===== config.mk =====
export PLATFORM = sky130hd
export DESIGN_NAME = ast_start_ctrl
export DESIGN_NICKNAME = d
export VERILOG_FILES = /design/src/ast_pkg.sv /design/src/ast_start_ctrl.sv
export SDC_FILE = /design/constraint.sdc
export NUM_CORES = 1
export LEC_CHECK = 0
export BUFFER_PORTS_ARGS = -buffer_cell sky130_fd_sc_hd__buf_2
export CAP_MARGIN = 30
export CORE_MARGIN = 1.5
export CORE_UTILIZATION = 36
export DETAILED_ROUTE_END_ITERATION = 8
export GPL_TIMING_DRIVEN = 0
export SYNTH_ARGS = -nofsm -noshare
export SYNTH_HDL_FRONTEND = slang
export SYNTH_SLANG_ARGS = --single-unit

===== constraint.sdc =====
create_clock -name clk_sys -period 5 [get_ports clk_sys]
set_input_delay 0.5 -clock clk_sys [delete_from_list [all_inputs] [get_ports clk_sys]]
set_output_delay 0.5 -clock clk_sys [all_outputs]
set_load 0.05 [all_outputs]

===== src/ast_pkg.sv =====
// Purpose: constants shared by the converter start and result control
// Assumes: 32-bit register port, byte addresses as printed
// Notes: offsets, field positions, reset values and start codes
package ast_pkg;

	////////////////////////////////////////////////////////////////////////////////
	// register byte addresses
	localparam logic [31:0] CONVERSION_CONTROL_ADDR = 32'h4001_C000;
	localparam logic [31:0] LATEST_RESULT_ADDR = 32'h4001_C004;

	////////////////////////////////////////////////////////////////////////////////
	// conversion_control fields
	localparam int CTL_SEL_LSB = 0;
	localparam int CTL_SCAN_BIT = 16;
	localparam int CTL_RES_LSB = 17;
	localparam int CTL_POWER_BIT = 21;
	localparam int CTL_START_LSB = 24;
	localparam int CTL_EDGE_BIT = 27;

	////////////////////////////////////////////////////////////////////////////////
	// latest_result fields
	localparam int RES_VALUE_LSB = 6;
	localparam int RES_CHAN_LSB = 24;
	localparam int RES_OVERRUN_BIT = 30;
	localparam int RES_DONE_BIT = 31;

	////////////////////////////////////////////////////////////////////////////////
	// reset values
	localparam logic [7:0] SEL_RESET = 8'h01;
	localparam logic [2:0] RES_SELECT_RESET = 3'h0;
	localparam logic [2:0] START_RESET = 3'h0;

	////////////////////////////////////////////////////////////////////////////////
	// start select codes
	localparam logic [2:0] START_NONE = 3'h0;
	localparam logic [2:0] START_NOW = 3'h1;
	localparam logic [2:0] START_FIRST_TIMER = 3'h2;

	typedef enum logic [1:0] {
		AST_IDLE = 2'b01,
		AST_BUSY = 2'b10
	} ast_state_t;

	typedef struct packed {
		logic [7:0] ctrlSel;
		logic ctrlScan;
		logic [2:0] ctrlScanRes;
		logic ctrlPower;
		logic [2:0] ctrlStart;
		logic ctrlEdge;
		logic [5:0] trigPrev;
		ast_state_t state;
		logic scanActive;
		logic [2:0] curChan;
		logic [9:0] resValue;
		logic [2:0] resChan;
		logic resOverrun;
		logic resDone;
		logic startPulse;
		logic [31:0] rdData;
	} ast_regs_t;

endpackage : ast_pkg


===== src/ast_start_ctrl.sv =====
// Purpose: start-source selection, edge qualification and latest result register
// Assumes: timer trigger inputs and converter core signals synchronous to clk_sys
// Notes: the analog core does timing; this block starts it and captures results
`timescale 1ns/1ps

//Contract
//- with scan off, the 3-bit start field chooses whether and what starts conversion.
//- code 0 starts nothing; code 1 starts a conversion at once.
//- code 2 starts on the chosen edge of 16-bit timer capture 0.
//- code 3 starts on the chosen edge of 32-bit timer capture 0.
//- codes 4 to 7 use 32-bit match 0, 1, then 16-bit match 0, 1.
//- match triggers arrive internally, independent of any pin routing.
//- edge bit matters only for the timer-triggered start codes.
//- edge bit clear starts conversion on a rising transition.
//- edge bit set starts conversion on a falling transition.
//- result field holds the 10-bit conversion value, valid while done reads one.
//- result runs from zero at low reference to 0x3FF at high reference.
//- a 3-bit field reports the channel that produced the stored result.
//- in scan mode overrun reads one when earlier results were overwritten.
//- done flag becomes one each time a conversion finishes.
//- done clears on reading the result register and on writing control.
//- control written mid-conversion sets done and begins a new conversion.
//- reserved bits of the result register always read zero.
//- scan mode repeatedly converts selected channels from the lowest, ignoring start; here scan runs only while the start code is 0.
module ast_start_ctrl #(
	parameter int ADDR_W = 32
) (
	input wire logic clk_sys,
	input wire logic rst_n,
	input wire logic [ADDR_W-1:0] regAddr,
	input wire logic [31:0] regWdata,
	input wire logic regWrite,
	input wire logic regRead,
	output logic [31:0] regRdata,
	input wire logic timer16ZeroCaptureZero,
	input wire logic timer32ZeroCaptureZero,
	input wire logic timer32ZeroMatchZero,
	input wire logic timer32ZeroMatchOne,
	input wire logic timer16ZeroMatchZero,
	input wire logic timer16ZeroMatchOne,
	input wire logic convDone,
	input wire logic [9:0] convResult,
	output logic convStart,
	output logic [2:0] convChannel,
	output logic [2:0] scanResolutionSelect,
	output logic converterPowerOn,
	output logic convBusy
);

	////////////////////////////////////////////////////////////////////////////////
	// state

	ast_pkg::ast_regs_t q;
	ast_pkg::ast_regs_t next_q;

	logic [5:0] trigIn;
	logic [5:0] trigRise;
	logic [5:0] trigFall;
	logic [5:0] trigHit;
	logic trigEdge;
	logic codeNone;
	logic codeTimer;
	logic [7:0] wrSel;
	logic wrScan;
	logic [2:0] wrStart;
	logic wrNow;
	logic ctrlHit;
	logic resHit;
	logic ctrlWr;
	logic ctrlRd;
	logic resRd;
	logic finish;
	logic lostResult;
	logic busyWrite;
	logic swGo;
	logic scanGo;
	logic setDone;
	logic clearDone;
	logic startReq;
	logic [2:0] startChan;
	logic [2:0] firstChan;
	logic [2:0] wrFirstChan;
	logic [2:0] scanNextChan;
	logic [31:0] ctrlWord;
	logic [31:0] resWord;

	// lowest selected channel at or above from, wrapping; channel 0 if none selected
	function automatic logic [2:0] pickChan(input logic [7:0] sel, input logic [2:0] from);
		logic [2:0] cand;
		logic found;
		logic [2:0] res;
		found = 1'b0;
		res = 3'h0;
		for (int i = 0; i < 8; i++) begin
			cand = 3'(from + 3'(i));
			if (!found && sel[cand]) begin
				found = 1'b1;
				res = cand;
			end
		end
		return res;
	endfunction : pickChan

	////////////////////////////////////////////////////////////////////////////////
	// trigger selection

	// index order follows start codes 2..7; matches come in as internal nets
	// line 0: code 2, 16-bit timer capture 0
	// line 1: code 3, 32-bit timer capture 0
	// line 2: code 4, 32-bit timer match 0
	// line 3: code 5, 32-bit timer match 1
	// line 4: code 6, 16-bit timer match 0
	// line 5: code 7, 16-bit timer match 1
	assign trigIn = {timer16ZeroMatchOne, timer16ZeroMatchZero, timer32ZeroMatchOne,
		timer32ZeroMatchZero, timer32ZeroCaptureZero,
		timer16ZeroCaptureZero};

	// per-line history, so changing the selection never fakes an edge
	for (genvar i = 0; i < 6; i++) begin : g_trig
		assign trigRise[i] = ~q.trigPrev[i] & trigIn[i];
		assign trigFall[i] = q.trigPrev[i] & ~trigIn[i];
		assign trigHit[i] = q.ctrlEdge ? trigFall[i] : trigRise[i];
	end

	////////////////////////////////////////////////////////////////////////////////
	// start code decode

	// codes 2..7 each own one trigger line; edge bit is ignored elsewhere
	always_comb begin
		codeNone = 1'b0;
		codeTimer = 1'b0;
		trigEdge = 1'b0;
		case (q.ctrlStart)
			ast_pkg::START_NONE: begin
				codeNone = 1'b1;
			end
			ast_pkg::START_NOW: begin
				// one start per control write, taken at the write itself
				codeTimer = 1'b0;
			end
			ast_pkg::START_FIRST_TIMER: begin
				codeTimer = 1'b1;
				trigEdge = trigHit[0];
			end
			3'h3: begin
				codeTimer = 1'b1;
				trigEdge = trigHit[1];
			end
			3'h4: begin
				codeTimer = 1'b1;
				trigEdge = trigHit[2];
			end
			3'h5: begin
				codeTimer = 1'b1;
				trigEdge = trigHit[3];
			end
			3'h6: begin
				codeTimer = 1'b1;
				trigEdge = trigHit[4];
			end
			3'h7: begin
				codeTimer = 1'b1;
				trigEdge = trigHit[5];
			end
			default: begin
				trigEdge = 1'b0;
			end
		endcase
	end

	////////////////////////////////////////////////////////////////////////////////
	// control write fields

	assign wrSel = regWdata[ast_pkg::CTL_SEL_LSB +: 8];
	assign wrScan = regWdata[ast_pkg::CTL_SCAN_BIT];
	assign wrStart = regWdata[ast_pkg::CTL_START_LSB +: 3];
	// start-now fires once per write; scan mode ignores it
	assign wrNow = (wrStart == ast_pkg::START_NOW) && !wrScan;

	////////////////////////////////////////////////////////////////////////////////
	// channel choice

	// software mode always takes the lowest selected channel
	assign firstChan = pickChan(q.ctrlSel, 3'h0);
	assign wrFirstChan = pickChan(wrSel, 3'h0);
	// scan walks upward and wraps past the top channel
	assign scanNextChan = q.scanActive ? pickChan(q.ctrlSel, 3'(q.curChan + 3'h1)) :
		firstChan;

	////////////////////////////////////////////////////////////////////////////////
	// register decode

	assign ctrlHit = (32'(regAddr) == ast_pkg::CONVERSION_CONTROL_ADDR);
	assign resHit = (32'(regAddr) == ast_pkg::LATEST_RESULT_ADDR);
	assign ctrlWr = regWrite & ctrlHit;
	assign ctrlRd = regRead & ctrlHit;
	assign resRd = regRead & resHit;

	////////////////////////////////////////////////////////////////////////////////
	// completion and start requests

	// a done pulse only counts while a conversion runs
	assign finish = convDone && (q.state == ast_pkg::AST_BUSY);
	// a result still flagged done when the next lands was never read
	assign lostResult = q.ctrlScan & q.resDone;
	// a write during a conversion restarts the core at once
	assign busyWrite = ctrlWr && (q.state == ast_pkg::AST_BUSY) && !convDone;
	// timer starts only with scan off and a timer code selected
	assign swGo = !q.ctrlScan && codeTimer && trigEdge;
	// scan chains conversions once the core is free; a write takes that cycle
	assign scanGo = q.ctrlScan && codeNone && !ctrlWr &&
		((q.state == ast_pkg::AST_IDLE) || finish);

	////////////////////////////////////////////////////////////////////////////////
	// read words

	always_comb begin
		// bits 31:28 read zero whatever was written
		ctrlWord = 32'h0000_0000;
		ctrlWord[ast_pkg::CTL_SEL_LSB +: 8] = q.ctrlSel;
		ctrlWord[ast_pkg::CTL_SCAN_BIT] = q.ctrlScan;
		ctrlWord[ast_pkg::CTL_RES_LSB +: 3] = q.ctrlScanRes;
		ctrlWord[ast_pkg::CTL_POWER_BIT] = q.ctrlPower;
		ctrlWord[ast_pkg::CTL_START_LSB +: 3] = q.ctrlStart;
		ctrlWord[ast_pkg::CTL_EDGE_BIT] = q.ctrlEdge;
	end

	always_comb begin
		// unlisted bits stay zero
		resWord = 32'h0000_0000;
		resWord[ast_pkg::RES_VALUE_LSB +: 10] = q.resValue;
		resWord[ast_pkg::RES_CHAN_LSB +: 3] = q.resChan;
		resWord[ast_pkg::RES_OVERRUN_BIT] = q.resOverrun;
		resWord[ast_pkg::RES_DONE_BIT] = q.resDone;
	end

	////////////////////////////////////////////////////////////////////////////////
	// next state

	always_comb begin
		next_q = q;
		next_q.startPulse = 1'b0;
		next_q.trigPrev = trigIn;
		setDone = 1'b0;
		clearDone = 1'b0;
		startReq = 1'b0;
		startChan = q.curChan;

		// completion: every result field lands in the same cycle
		if (finish) begin
			next_q.resValue = convResult;
			next_q.resChan = q.curChan;
			next_q.resOverrun = lostResult;
			setDone = 1'b1;
			next_q.state = ast_pkg::AST_IDLE;
		end

		if (resRd) begin
			clearDone = 1'b1;
		end

		// start sources under software control
		// timer trigger
		if (swGo) begin
			startReq = 1'b1;
			startChan = firstChan;
		end
		// scan step
		if (scanGo) begin
			startReq = 1'b1;
			startChan = scanNextChan;
			next_q.scanActive = 1'b1;
		end
		if (!q.ctrlScan) begin
			next_q.scanActive = 1'b0;
		end

		// control write wins over triggers seen in the same cycle
		if (ctrlWr) begin
			next_q.ctrlSel = wrSel;
			next_q.ctrlScan = wrScan;
			next_q.ctrlScanRes = regWdata[ast_pkg::CTL_RES_LSB +: 3];
			next_q.ctrlPower = regWdata[ast_pkg::CTL_POWER_BIT];
			next_q.ctrlStart = wrStart;
			next_q.ctrlEdge = regWdata[ast_pkg::CTL_EDGE_BIT];
			// a write always clears done; a restart sets it again below
			clearDone = 1'b1;
			startReq = 1'b0;
			// scan off also ends a running chain
			if (!wrScan) begin
				next_q.scanActive = 1'b0;
			end
			if (busyWrite) begin
				setDone = 1'b1;
				startReq = 1'b1;
				startChan = wrFirstChan;
			end else if (wrNow) begin
				startReq = 1'b1;
				startChan = wrFirstChan;
			end
		end

		// hardware set wins over a clear in the same cycle
		next_q.resDone = (q.resDone & ~clearDone) | setDone;

		if (startReq) begin
			next_q.startPulse = 1'b1;
			next_q.curChan = startChan;
			next_q.state = ast_pkg::AST_BUSY;
		end

		// read data one cycle after the strobe, pre-update values
		case ({ctrlRd, resRd})
			2'b10: begin
				next_q.rdData = ctrlWord;
			end
			2'b01: begin
				next_q.rdData = resWord;
			end
			default: begin
				// idle or unmapped address reads zero
				next_q.rdData = 32'h0000_0000;
			end
		endcase
	end

	////////////////////////////////////////////////////////////////////////////////
	// registers

	always_ff @(posedge clk_sys or negedge rst_n) begin
		if (!rst_n) begin
			q.ctrlSel <= ast_pkg::SEL_RESET;
			q.ctrlScan <= 1'b0;
			q.ctrlScanRes <= ast_pkg::RES_SELECT_RESET;
			q.ctrlPower <= 1'b0;
			q.ctrlStart <= ast_pkg::START_RESET;
			q.ctrlEdge <= 1'b0;
			q.trigPrev <= 6'h00;
			q.state <= ast_pkg::AST_IDLE;
			q.scanActive <= 1'b0;
			q.curChan <= 3'h0;
			q.resValue <= 10'h000;
			q.resChan <= 3'h0;
			q.resOverrun <= 1'b0;
			q.resDone <= 1'b0;
			q.startPulse <= 1'b0;
			q.rdData <= 32'h0000_0000;
		end else begin
			q <= next_q;
		end
	end

	////////////////////////////////////////////////////////////////////////////////
	// outputs

	// zero except in the cycle after a read strobe
	assign regRdata = q.rdData;
	// one cycle wide; a restart gives a fresh pulse while busy stays high
	assign convStart = q.startPulse;
	// holds the channel of the running or last conversion
	assign convChannel = q.curChan;
	// resolution and power pass straight through; the core owns their timing
	assign scanResolutionSelect = q.ctrlScanRes;
	assign converterPowerOn = q.ctrlPower;
	// busy drops only when a done pulse lands with no restart behind it
	assign convBusy = (q.state == ast_pkg::AST_BUSY);

endmodule : ast_start_ctrl


# After elaboration in Yosys (flattened, before gate mapping)

Index checks and enable logic that the tools add are counted.

Bits in registers: 77
Bits of input ports: 85
Output and inout bits: 41
Logic and storage cells: 227

$add $sub $neg: 8
Order comparisons: 8
Equality and inequality tests: 13
Multiplexer cells: 92
Bitwise gates (word level): 31
Reductions and logical operators: 59

Operator list:

| cell                 | number |
|---|---|
| $mux 3               | 26 |
| $eq 32x31->1 const B | 2 |
| $pmux 32 s2          | 1 |
| $mux 1               | 54 |
| $lt 3x4->1 const B   | 8 |
| $logic_and 1x1->1    | 30 |
| $logic_not 1->1      | 25 |
| $bmux 1 s3           | 8 |
| $and 1x1->1          | 17 |
| $not 1->1            | 13 |
| $add 3x3->3 const B  | 4 |
| $eq 3x3->1 const B   | 4 |
| $add 3x1->3 const B  | 2 |
| $add 3x2->3 const B  | 2 |
| $eq 3x2->1 const B   | 2 |
| $pmux 1 s6           | 1 |
| $reduce_or 6->1      | 1 |
| $eq 2x1->1 const B   | 2 |
| $eq 2x2->1 const B   | 2 |
| $mux 2               | 2 |
| $eq 3x1->1 const B   | 1 |
| $logic_not 3->1      | 1 |
| $reduce_bool 2->1    | 1 |
| $logic_or 1x1->1     | 1 |
| $or 1x1->1           | 1 |

# Depth between registers and ports, before layout

Gate-level depths: netlist of run 1.

Depth in word-level cells: 30
Gate-level depth with buffers: 12
Depth with buffers taken out: 9

# Worst setup path after synthesis of run 1

Ideal clock, no wire load.

Path type: register -> register
Start point: register q (netlist bit convChannel[0])
End point: register q (netlist bit convChannel[1])
Setup time: 0.104 ns
Arrival: 2.912 ns
Required time: 4.896 ns
Setup slack: 1.984 ns
Cell stages (with the launch flop): 11
Buffers on the path: 2
Clock period less this slack: 3.016 ns
Cell sequence: dfrtp_1 inv_1 ha_1 buf_6 buf_12 mux2_4 mux4_2 a2111oi_4 o22ai_1 and3_1 o41ai_2

Cells in the longest elaborated chain, start to end: 30
Elaborated cells on any way between the ends: 58
Classes of those cells: 8 x add/sub; 36 x mux; 14 x reduce/logical

RTL lines:

| what                                                                 | RTL line              | text |
|---|---|---|
| from (decl)                                                          | ast_start_ctrl.sv:53  | `ast_pkg::ast_regs_t q;` |
| from (signal assigned)                                               | ast_start_ctrl.sv:349 | `q <= next_q;` |
| $add 3x1->3 *                                                        | ast_start_ctrl.sv:187 | `assign scanNextChan = q.scanActive ? pickChan(q.ctrlSel, 3'(q.curChan + 3'h1)) :` |
| parallel branches: the longest is 23 deep, another holds $add 3x1->3 | -                     |  |
| $mux 3 *                                                             | ast_start_ctrl.sv:96  | `if (!found && sel[cand]) begin` |
| $mux 3 *                                                             | ast_start_ctrl.sv:187 |  |
| $mux 3 *                                                             | ast_start_ctrl.sv:269 | `if (scanGo) begin` |
| $mux 3                                                               | ast_start_ctrl.sv:297 | `end else if (wrNow) begin` |
| $mux 3                                                               | ast_start_ctrl.sv:293 | `if (busyWrite) begin` |
| $mux 3 *                                                             | ast_start_ctrl.sv:279 | `if (ctrlWr) begin` |

Mark *: on every way between the ends. The select of a mux whose other input is x is not followed.
A chain may end at the register's enable or synchronous reset.

# Final worst setup path of run 1

Start point: register q (netlist bit convChannel[0])
End point: register q (netlist bit convChannel[2])

Same word-level chain as after synthesis.

==> results.json, run 1 <==
{
  "outcome": "complete, no violations",
  "criticalPathCategory": "reg -> reg",
  "end_kind": "flop",
  "clockRootBuffer": "clkbuf_16",
  "initial_core_util_pct": 36.7,
  "grt_max_degree": 73,
  "post_drt_wl_per_cell_um": 15.4,
  "cts_tree": "yes",
  "final_area_sq_um": 5430,
  "slew_headroom_pct": 40.0,
  "syn_to_final_growth_pct": 24.1,
  "avgSynthCellArea_sq_um": 10.1,
  "fill_cells": 1154,
  "num_io_pins": 126,
  "numCtsBuffers": 9,
  "setup_viol_count_final": 0,
  "yosysTopAreaCell": "dfrtp_1",
  "ctsResizeCount": 0,
  "seq_area_frac_synth_pct": 41.2,
  "ys_warn_count": 0,
  "max-vdd-ir-drop_v": 0.000142,
  "drc": 0,
  "clk_latency_ns": 0.33,
  "clk_pin_slew_ns": 0.06,
  "cp.arrival_ns": 3.90,
  "antenna_found_initial": 0,
  "layout.nets": 643,
  "layout-drive-gt1-share_pct": 35.4,
  "holdBufCountCts": 0,
  "hpwl_um": 8120,
  "synth_area_leaders": "dfrtp_1 (40%), buf_4 (6.5%), nand2_1 (5.4%), mux4_2 (4.1%), mux2_2 (3.9%)",
  "start_kind": "flop",
  "fp.coreArea_sq_um": 11900,
  "p_leak_nw": 2.81,
  "via_per_inst": 5.13,
  "grt_pass1_wl_um": 18100,
  "syn_area_sq_um": 4380,
  "fin_setup_tns_ns": 0,
  "detail-route-antenna-nets": 0,
  "overflow": 0,
  "power.density_nw_per_um2": 249,
  "die_y_um": 113,
  "report.final.hold_viol_count": 0,
  "fin_skew_ns": 0.00638,
  "r2r_cells": 11,
  "cts_max_level": 3,
  "power_mw": 1.35,
  "yosysUniqueCellTypes": 65,
  "fin_crit_sh_pct": 74.1,
  "syn_inst": 434,
  "crit_required_ns": 5.19,
  "cp_max_fo": 10,
  "synth_edf_count": 0,
  "async_flop_share_pct": 100,
  "ys_ff_latch": 72,
  "fp.dieW_um": 113,
  "grt_usage_pct": 17.9,
  "dieArea_sq_um": 12800,
  "drt_iter0_drc": 223,
  "fmax_ghz": 0.270,
  "place_congestion": 0.921,
  "wirelength_um": 10900,
  "cts_setup_buffers": 0,
  "rsz0062_at_grt": "false",
  "via_count": 3624,
  "io_buffers": 105,
  "clockBufferDepth": 2,
  "utilization_pct": 45.6,
  "timing.hold.ws_ns": 0.285,
  "ys.flop_type": "dfrtp_1",
  "maxCapViolCount": 0,
  "worst_pin_slew_ns": 0.899,
  "yosysTopAreaCellShare_pct": 40.0,
  "slew_viol_final": 0,
  "placed_area_sq_um": 5100,
  "cts.sinks": 72,
  "diodes": 0,
  "synth_common_cells": "dfrtp_1 (70), nand2_1 (63), buf_4 (38)",
  "yosysMostFrequentCell": "dfrtp_1",
  "row_count": 40,
  "grt_pass1_vias": 3605,
  "timing.final.crit_period_ns": 3.71,
  "dr.pass1.iters": 4,
  "hp-class": "in -> async"
}
report_power, final:
| group | internal [mW] | total, mW | switching (mW) |
|---|---|---|---|
| Sequential | 0.585 | 0.586 | 0.00114 |
| Combinational | 0.0280 | 0.0652 | 0.0372 |
| Clock | 0.443 | 0.699 | 0.256 |
| Total | 1.06 | 1.35 | 0.295 |
cell type report:
type                    count  area, sq um  share of cell area, %
clock buffers               9          225                   4.15
plain buffers              61          398                   7.33
clock inverters             7          103                   1.89
well taps                 147          184                   3.39
flip-flops and latches     72         1800                   33.2
multi-input cells         294         2150                   39.5
repair buffers            105          528                   9.72
inverters                  11         41.3                  0.760
registers in the layout, summed over array words and instances, names as in the netlist:
signal	cells
ctrlWord	13
q	24
scanResolutionSelect	3
convStart	1
convChannel	3
regRdata	27
converterPowerOn	1
cell usage in the layout, fill, tap and decap left out, drive strengths merged, types with 4 or more instances in the layout:
| cell type | n |
|---|---|
| nor4 | 8 |
| mux2 | 17 |
| o22ai | 4 |
| ha | 4 |
| and2 | 23 |
| mux2i | 7 |
| o21ai | 16 |
| nand2b | 5 |
| conb | 5 |
| nor3 | 5 |
| a31oi | 4 |
| a22oi | 6 |
| nor4b | 5 |
| mux4 | 13 |
| nand2 | 63 |
| clkbuf | 28 |
| dfrtp | 70 |
| a21oi | 10 |
| inv | 13 |
| nand3b | 5 |
| nor2b | 10 |
| nor3b | 4 |
| buf | 147 |
| nor2 | 23 |
| nand3 | 9 |
through the flow:
step,cells,setup WS [ns]
2_1_floorplan,438,1.98
3_3_place_gp,690,1.38
3_5_place_dp,690,1.31
4_1_cts,706,1.28
5_1_grt,706,1.04
6_report,706,1.29
critical path, cell delays in order (launching register included):
cell and delay [ns]:
dfrtp_1 0.50, inv_1 0.26, ha_1 0.37, buf_6 0.15, buf_12 0.15, clkbuf_1 0.42
mux4_2 0.41, nor4_1 0.32, nand3b_1 0.21, nor3_4 0.34, nor4_1 0.13, a2111oi_2 0.31
path summary, 6_finish.rpt:
check	slack [ns]	startpoint	end
max in group asynchronous	4.11	rst_n	regRdata[0]$_DFF_PN0_
hold reg to reg	0.47	q[47]$_DFFE_PN0P_	regRdata[15]$_DFF_PN0_
setup reg to reg	1.29	convChannel[0]$_DFFE_PN0N_	convChannel[2]$_DFFE_PN0N_
hold / removal	0.29	rst_n	q[57]$_DFF_PN0_
setup / recovery	1.29	convChannel[0]$_DFFE_PN0N_	convChannel[2]$_DFFE_PN0N_
min in group clk_sys	0.29	timer32ZeroCaptureZero	q[55]$_DFF_PN0_
logic make-up after synthesis:
group                      after synthesis  share of synthesized area [%]
muxes                                   37                           13.2
other                                    1                         0.0857
xor gates and xnor gates                 3                           1.43
buffers and inverters                   72                           10.0
adders and majority gates                4                           1.14
AOI/OAI and AO/OA                       68                           11.3
and+or+nand+nor                        177                           21.6
DFF                                     72                           41.2
per-layer routing:
| layer | track usage [%] | share of wire (%) |
|---|---|---|
| met4 | 5.25 | 0.85 |
| met1 | 24.7 | 47 |
| met5 | 0 | 0 |
| met2 | 29.1 | 47 |
| met3 | 3.00 | 5.1 |
Power figures use the tool's default switching activity.
==> run 2: changes to the inputs <==
==> constraint.sdc (replaced) <==
create_clock -name clk_sys -period 3.22 [get_ports clk_sys]
set_input_delay 0.322 -clock clk_sys [delete_from_list [all_inputs] [get_ports clk_sys]]
set_output_delay 0.322 -clock clk_sys [all_outputs]
set_load 0.05 [all_outputs]
==> run 2 against run 1 <==
Net effect:
- routed wire length is 2.1% higher
- sequential power rose by 55%
- maximum frequency up 16%
- utilization increased by 1.1 points
- critical path depth fell by 1
- total power up 55%
- clock skew up 0.00069 ns
- hold slack got worse by 0.18 ns
- clock-buffer cell count unchanged
- combinational power grew 55%
- first-iteration DRC count decreased by 0.90%
- largest power group unchanged
==> results.json, run 2 (synthesis gave the netlist of run 1 again) <==
{
  "outcome": "complete, no violations",
  "slew_viol_final": 0,
  "r2r_slack_ns": 0.04,
  "clockRootBuffer": "clkbuf_16",
  "crit_required_ns": 3.42,
  "cp_top_family": "multiplexers",
  "cp_max_fo": 6,
  "critPathLaunch": "convChannel[0]$_DFFE_PN0N_",
  "antenna_found_initial": 0,
  "dr.pass1.iters": 4,
  "grt_usage_pct": 18.0,
  "fp.coreArea_sq_um": 11900,
  "critPathBufInv": 2,
  "grt_pass1_vias": 3632,
  "p_leak_nw": 2.84,
  "rsz0062_at_grt": "true",
  "num_io_pins": 126,
  "clk_pin_slew_ns": 0.06,
  "overflow": 0,
  "largest_reg_flops": 27,
  "end_kind": "flop",
  "detail-route-antenna-nets": 0,
  "cts_tree": "yes",
  "setup_viol_count_final": 0,
  "timing.final.crit_period_ns": 3.18,
  "place_congestion": 0.921,
  "placed_area_sq_um": 5100,
  "layout.cells.non_filler": 717,
  "endpoint": "convChannel[2]$_DFFE_PN0N_",
  "criticalPathCategory": "reg -> reg",
  "worst_pin_slew_ns": 0.887,
  "via_count": 3663,
  "wirelength_um": 11100,
  "report.final.hold_viol_count": 0,
  "initial_core_util_pct": 36.7,
  "slew_headroom_pct": 40.8,
  "fin_skew_ns": 0.00707,
  "final_area_sq_um": 5560,
  "layout_common_cells": "buf_2 (107), dfrtp_1 (69), nand2_1 (63)",
  "fmax_ghz": 0.314,
  "crit_cells": 10,
  "drc": 0,
  "path_cells": "clkinvlp_4, ha_4, buf_2, mux4_1, mux2_2, nor4b_4, a31oi_1, a22oi_2, nor4_2, a2111oi_2",
  "syn_to_final_growth_pct": 27.0,
  "fin_crit_sh_pct": 98.8,
  "clk_latency_ns": 0.34,
  "layout.nets": 654,
  "grt_pass1_wl_um": 18200,
  "power.density_nw_per_um2": 378,
  "drt_iter0_drc": 221,
  "dieArea_sq_um": 12800,
  "grt_max_degree": 73,
  "row_count": 40,
  "clockBufferDepth": 2,
  "cts_max_level": 3,
  "layout-drive-gt1-share_pct": 38.4,
  "crit_slowest_cell": "mux4_1",
  "cp.arrival_ns": 3.38,
  "diodes": 0,
  "final_common_cell": "buf_2",
  "via_per_inst": 5.11,
  "fp.dieW_um": 113,
  "io_buffers": 105,
  "numCtsBuffers": 9,
  "placedCellCount": 690,
  "r2r_cells": 10,
  "post_drt_wl_per_cell_um": 15.5,
  "start_kind": "flop",
  "max_stage_delay_ns": 0.55,
  "utilization_pct": 46.7,
  "reg2reg_from": "convChannel[0]$_DFFE_PN0N_",
  "r2r_end": "convChannel[2]$_DFFE_PN0N_",
  "maxCapViolCount": 0,
  "max-vdd-ir-drop_v": 0.000222,
  "cts.sinks": 72,
  "hpwl_um": 8120,
  "die_y_um": 113,
  "hp-class": "in -> async"
}
[run 2: area by class of cell]
| class | count | area, sq um |
|---|---|---|
| fill | 1157 | 6350 |
| clock buffer | 9 | 225 |
| inverter | 11 | 45.0 |
| clock inverter | 7 | 103 |
| sequential | 72 | 1810 |
| timing repair buffer | 116 | 608 |
| tap | 147 | 184 |
| buffer | 61 | 403 |
| multi-input combinational | 294 | 2180 |
[run 2: power by group]
group	internal (mW)	switching [mW]
clock network	0.687	0.400
logic	0.0435	0.0575
registers	0.909	0.00177
[run 2: worst min path at each step]
stage                                 endpoint  slack, ns  cells after the start
floorplan           convChannel[0]$_DFFE_PN0N_       0.03                      0
global placement               q[55]$_DFF_PN0_       0.45                      1
detailed placement             q[55]$_DFF_PN0_       0.45                      1
CTS                            q[55]$_DFF_PN0_       0.10                      1
global route                   q[55]$_DFF_PN0_       0.11                      1
finish                         q[57]$_DFF_PN0_       0.11                      1
[run 2: metal layers]
| metal | share of wire, % | up-vias | global-route usage, % |
|---|---|---|---|
| met4 | 1.3 | 0 | 5.25 |
| li1 | - | 1769 | - |
| met3 | 6.0 | 10 | 3.00 |
| met5 | 0 | - | 0 |
| met2 | 46 | 135 | 29.1 |
| met1 | 47 | 1749 | 24.9 |
[run 2: metrics by stage]
| stage | total power, mW | setup TNS [ns] | setup slack, ns | hold WS (ns) |
|---|---|---|---|---|
| floorplan | 0.959 | 0 | 0.204 | 0.0264 |
| global placement | 1.03 | -0.892 | -0.396 | 0.451 |
| detailed placement | 1.03 | -1.12 | -0.474 | 0.452 |
| CTS | 2.12 | 0 | 0.0249 | 0.101 |
| global route | 2.17 | -0.0823 | -0.0823 | 0.109 |
| finish | 2.10 | 0 | 0.0389 | 0.107 |
[run 2: repair_timing]
item,CTS,global route
buffers inserted,4,6
pin swaps,0,6
setup endpoints to repair,3,2
endpoints found under the hold margin,0,0
gates cloned,0,1
hold buffers,0,0
gates resized for setup,5,7
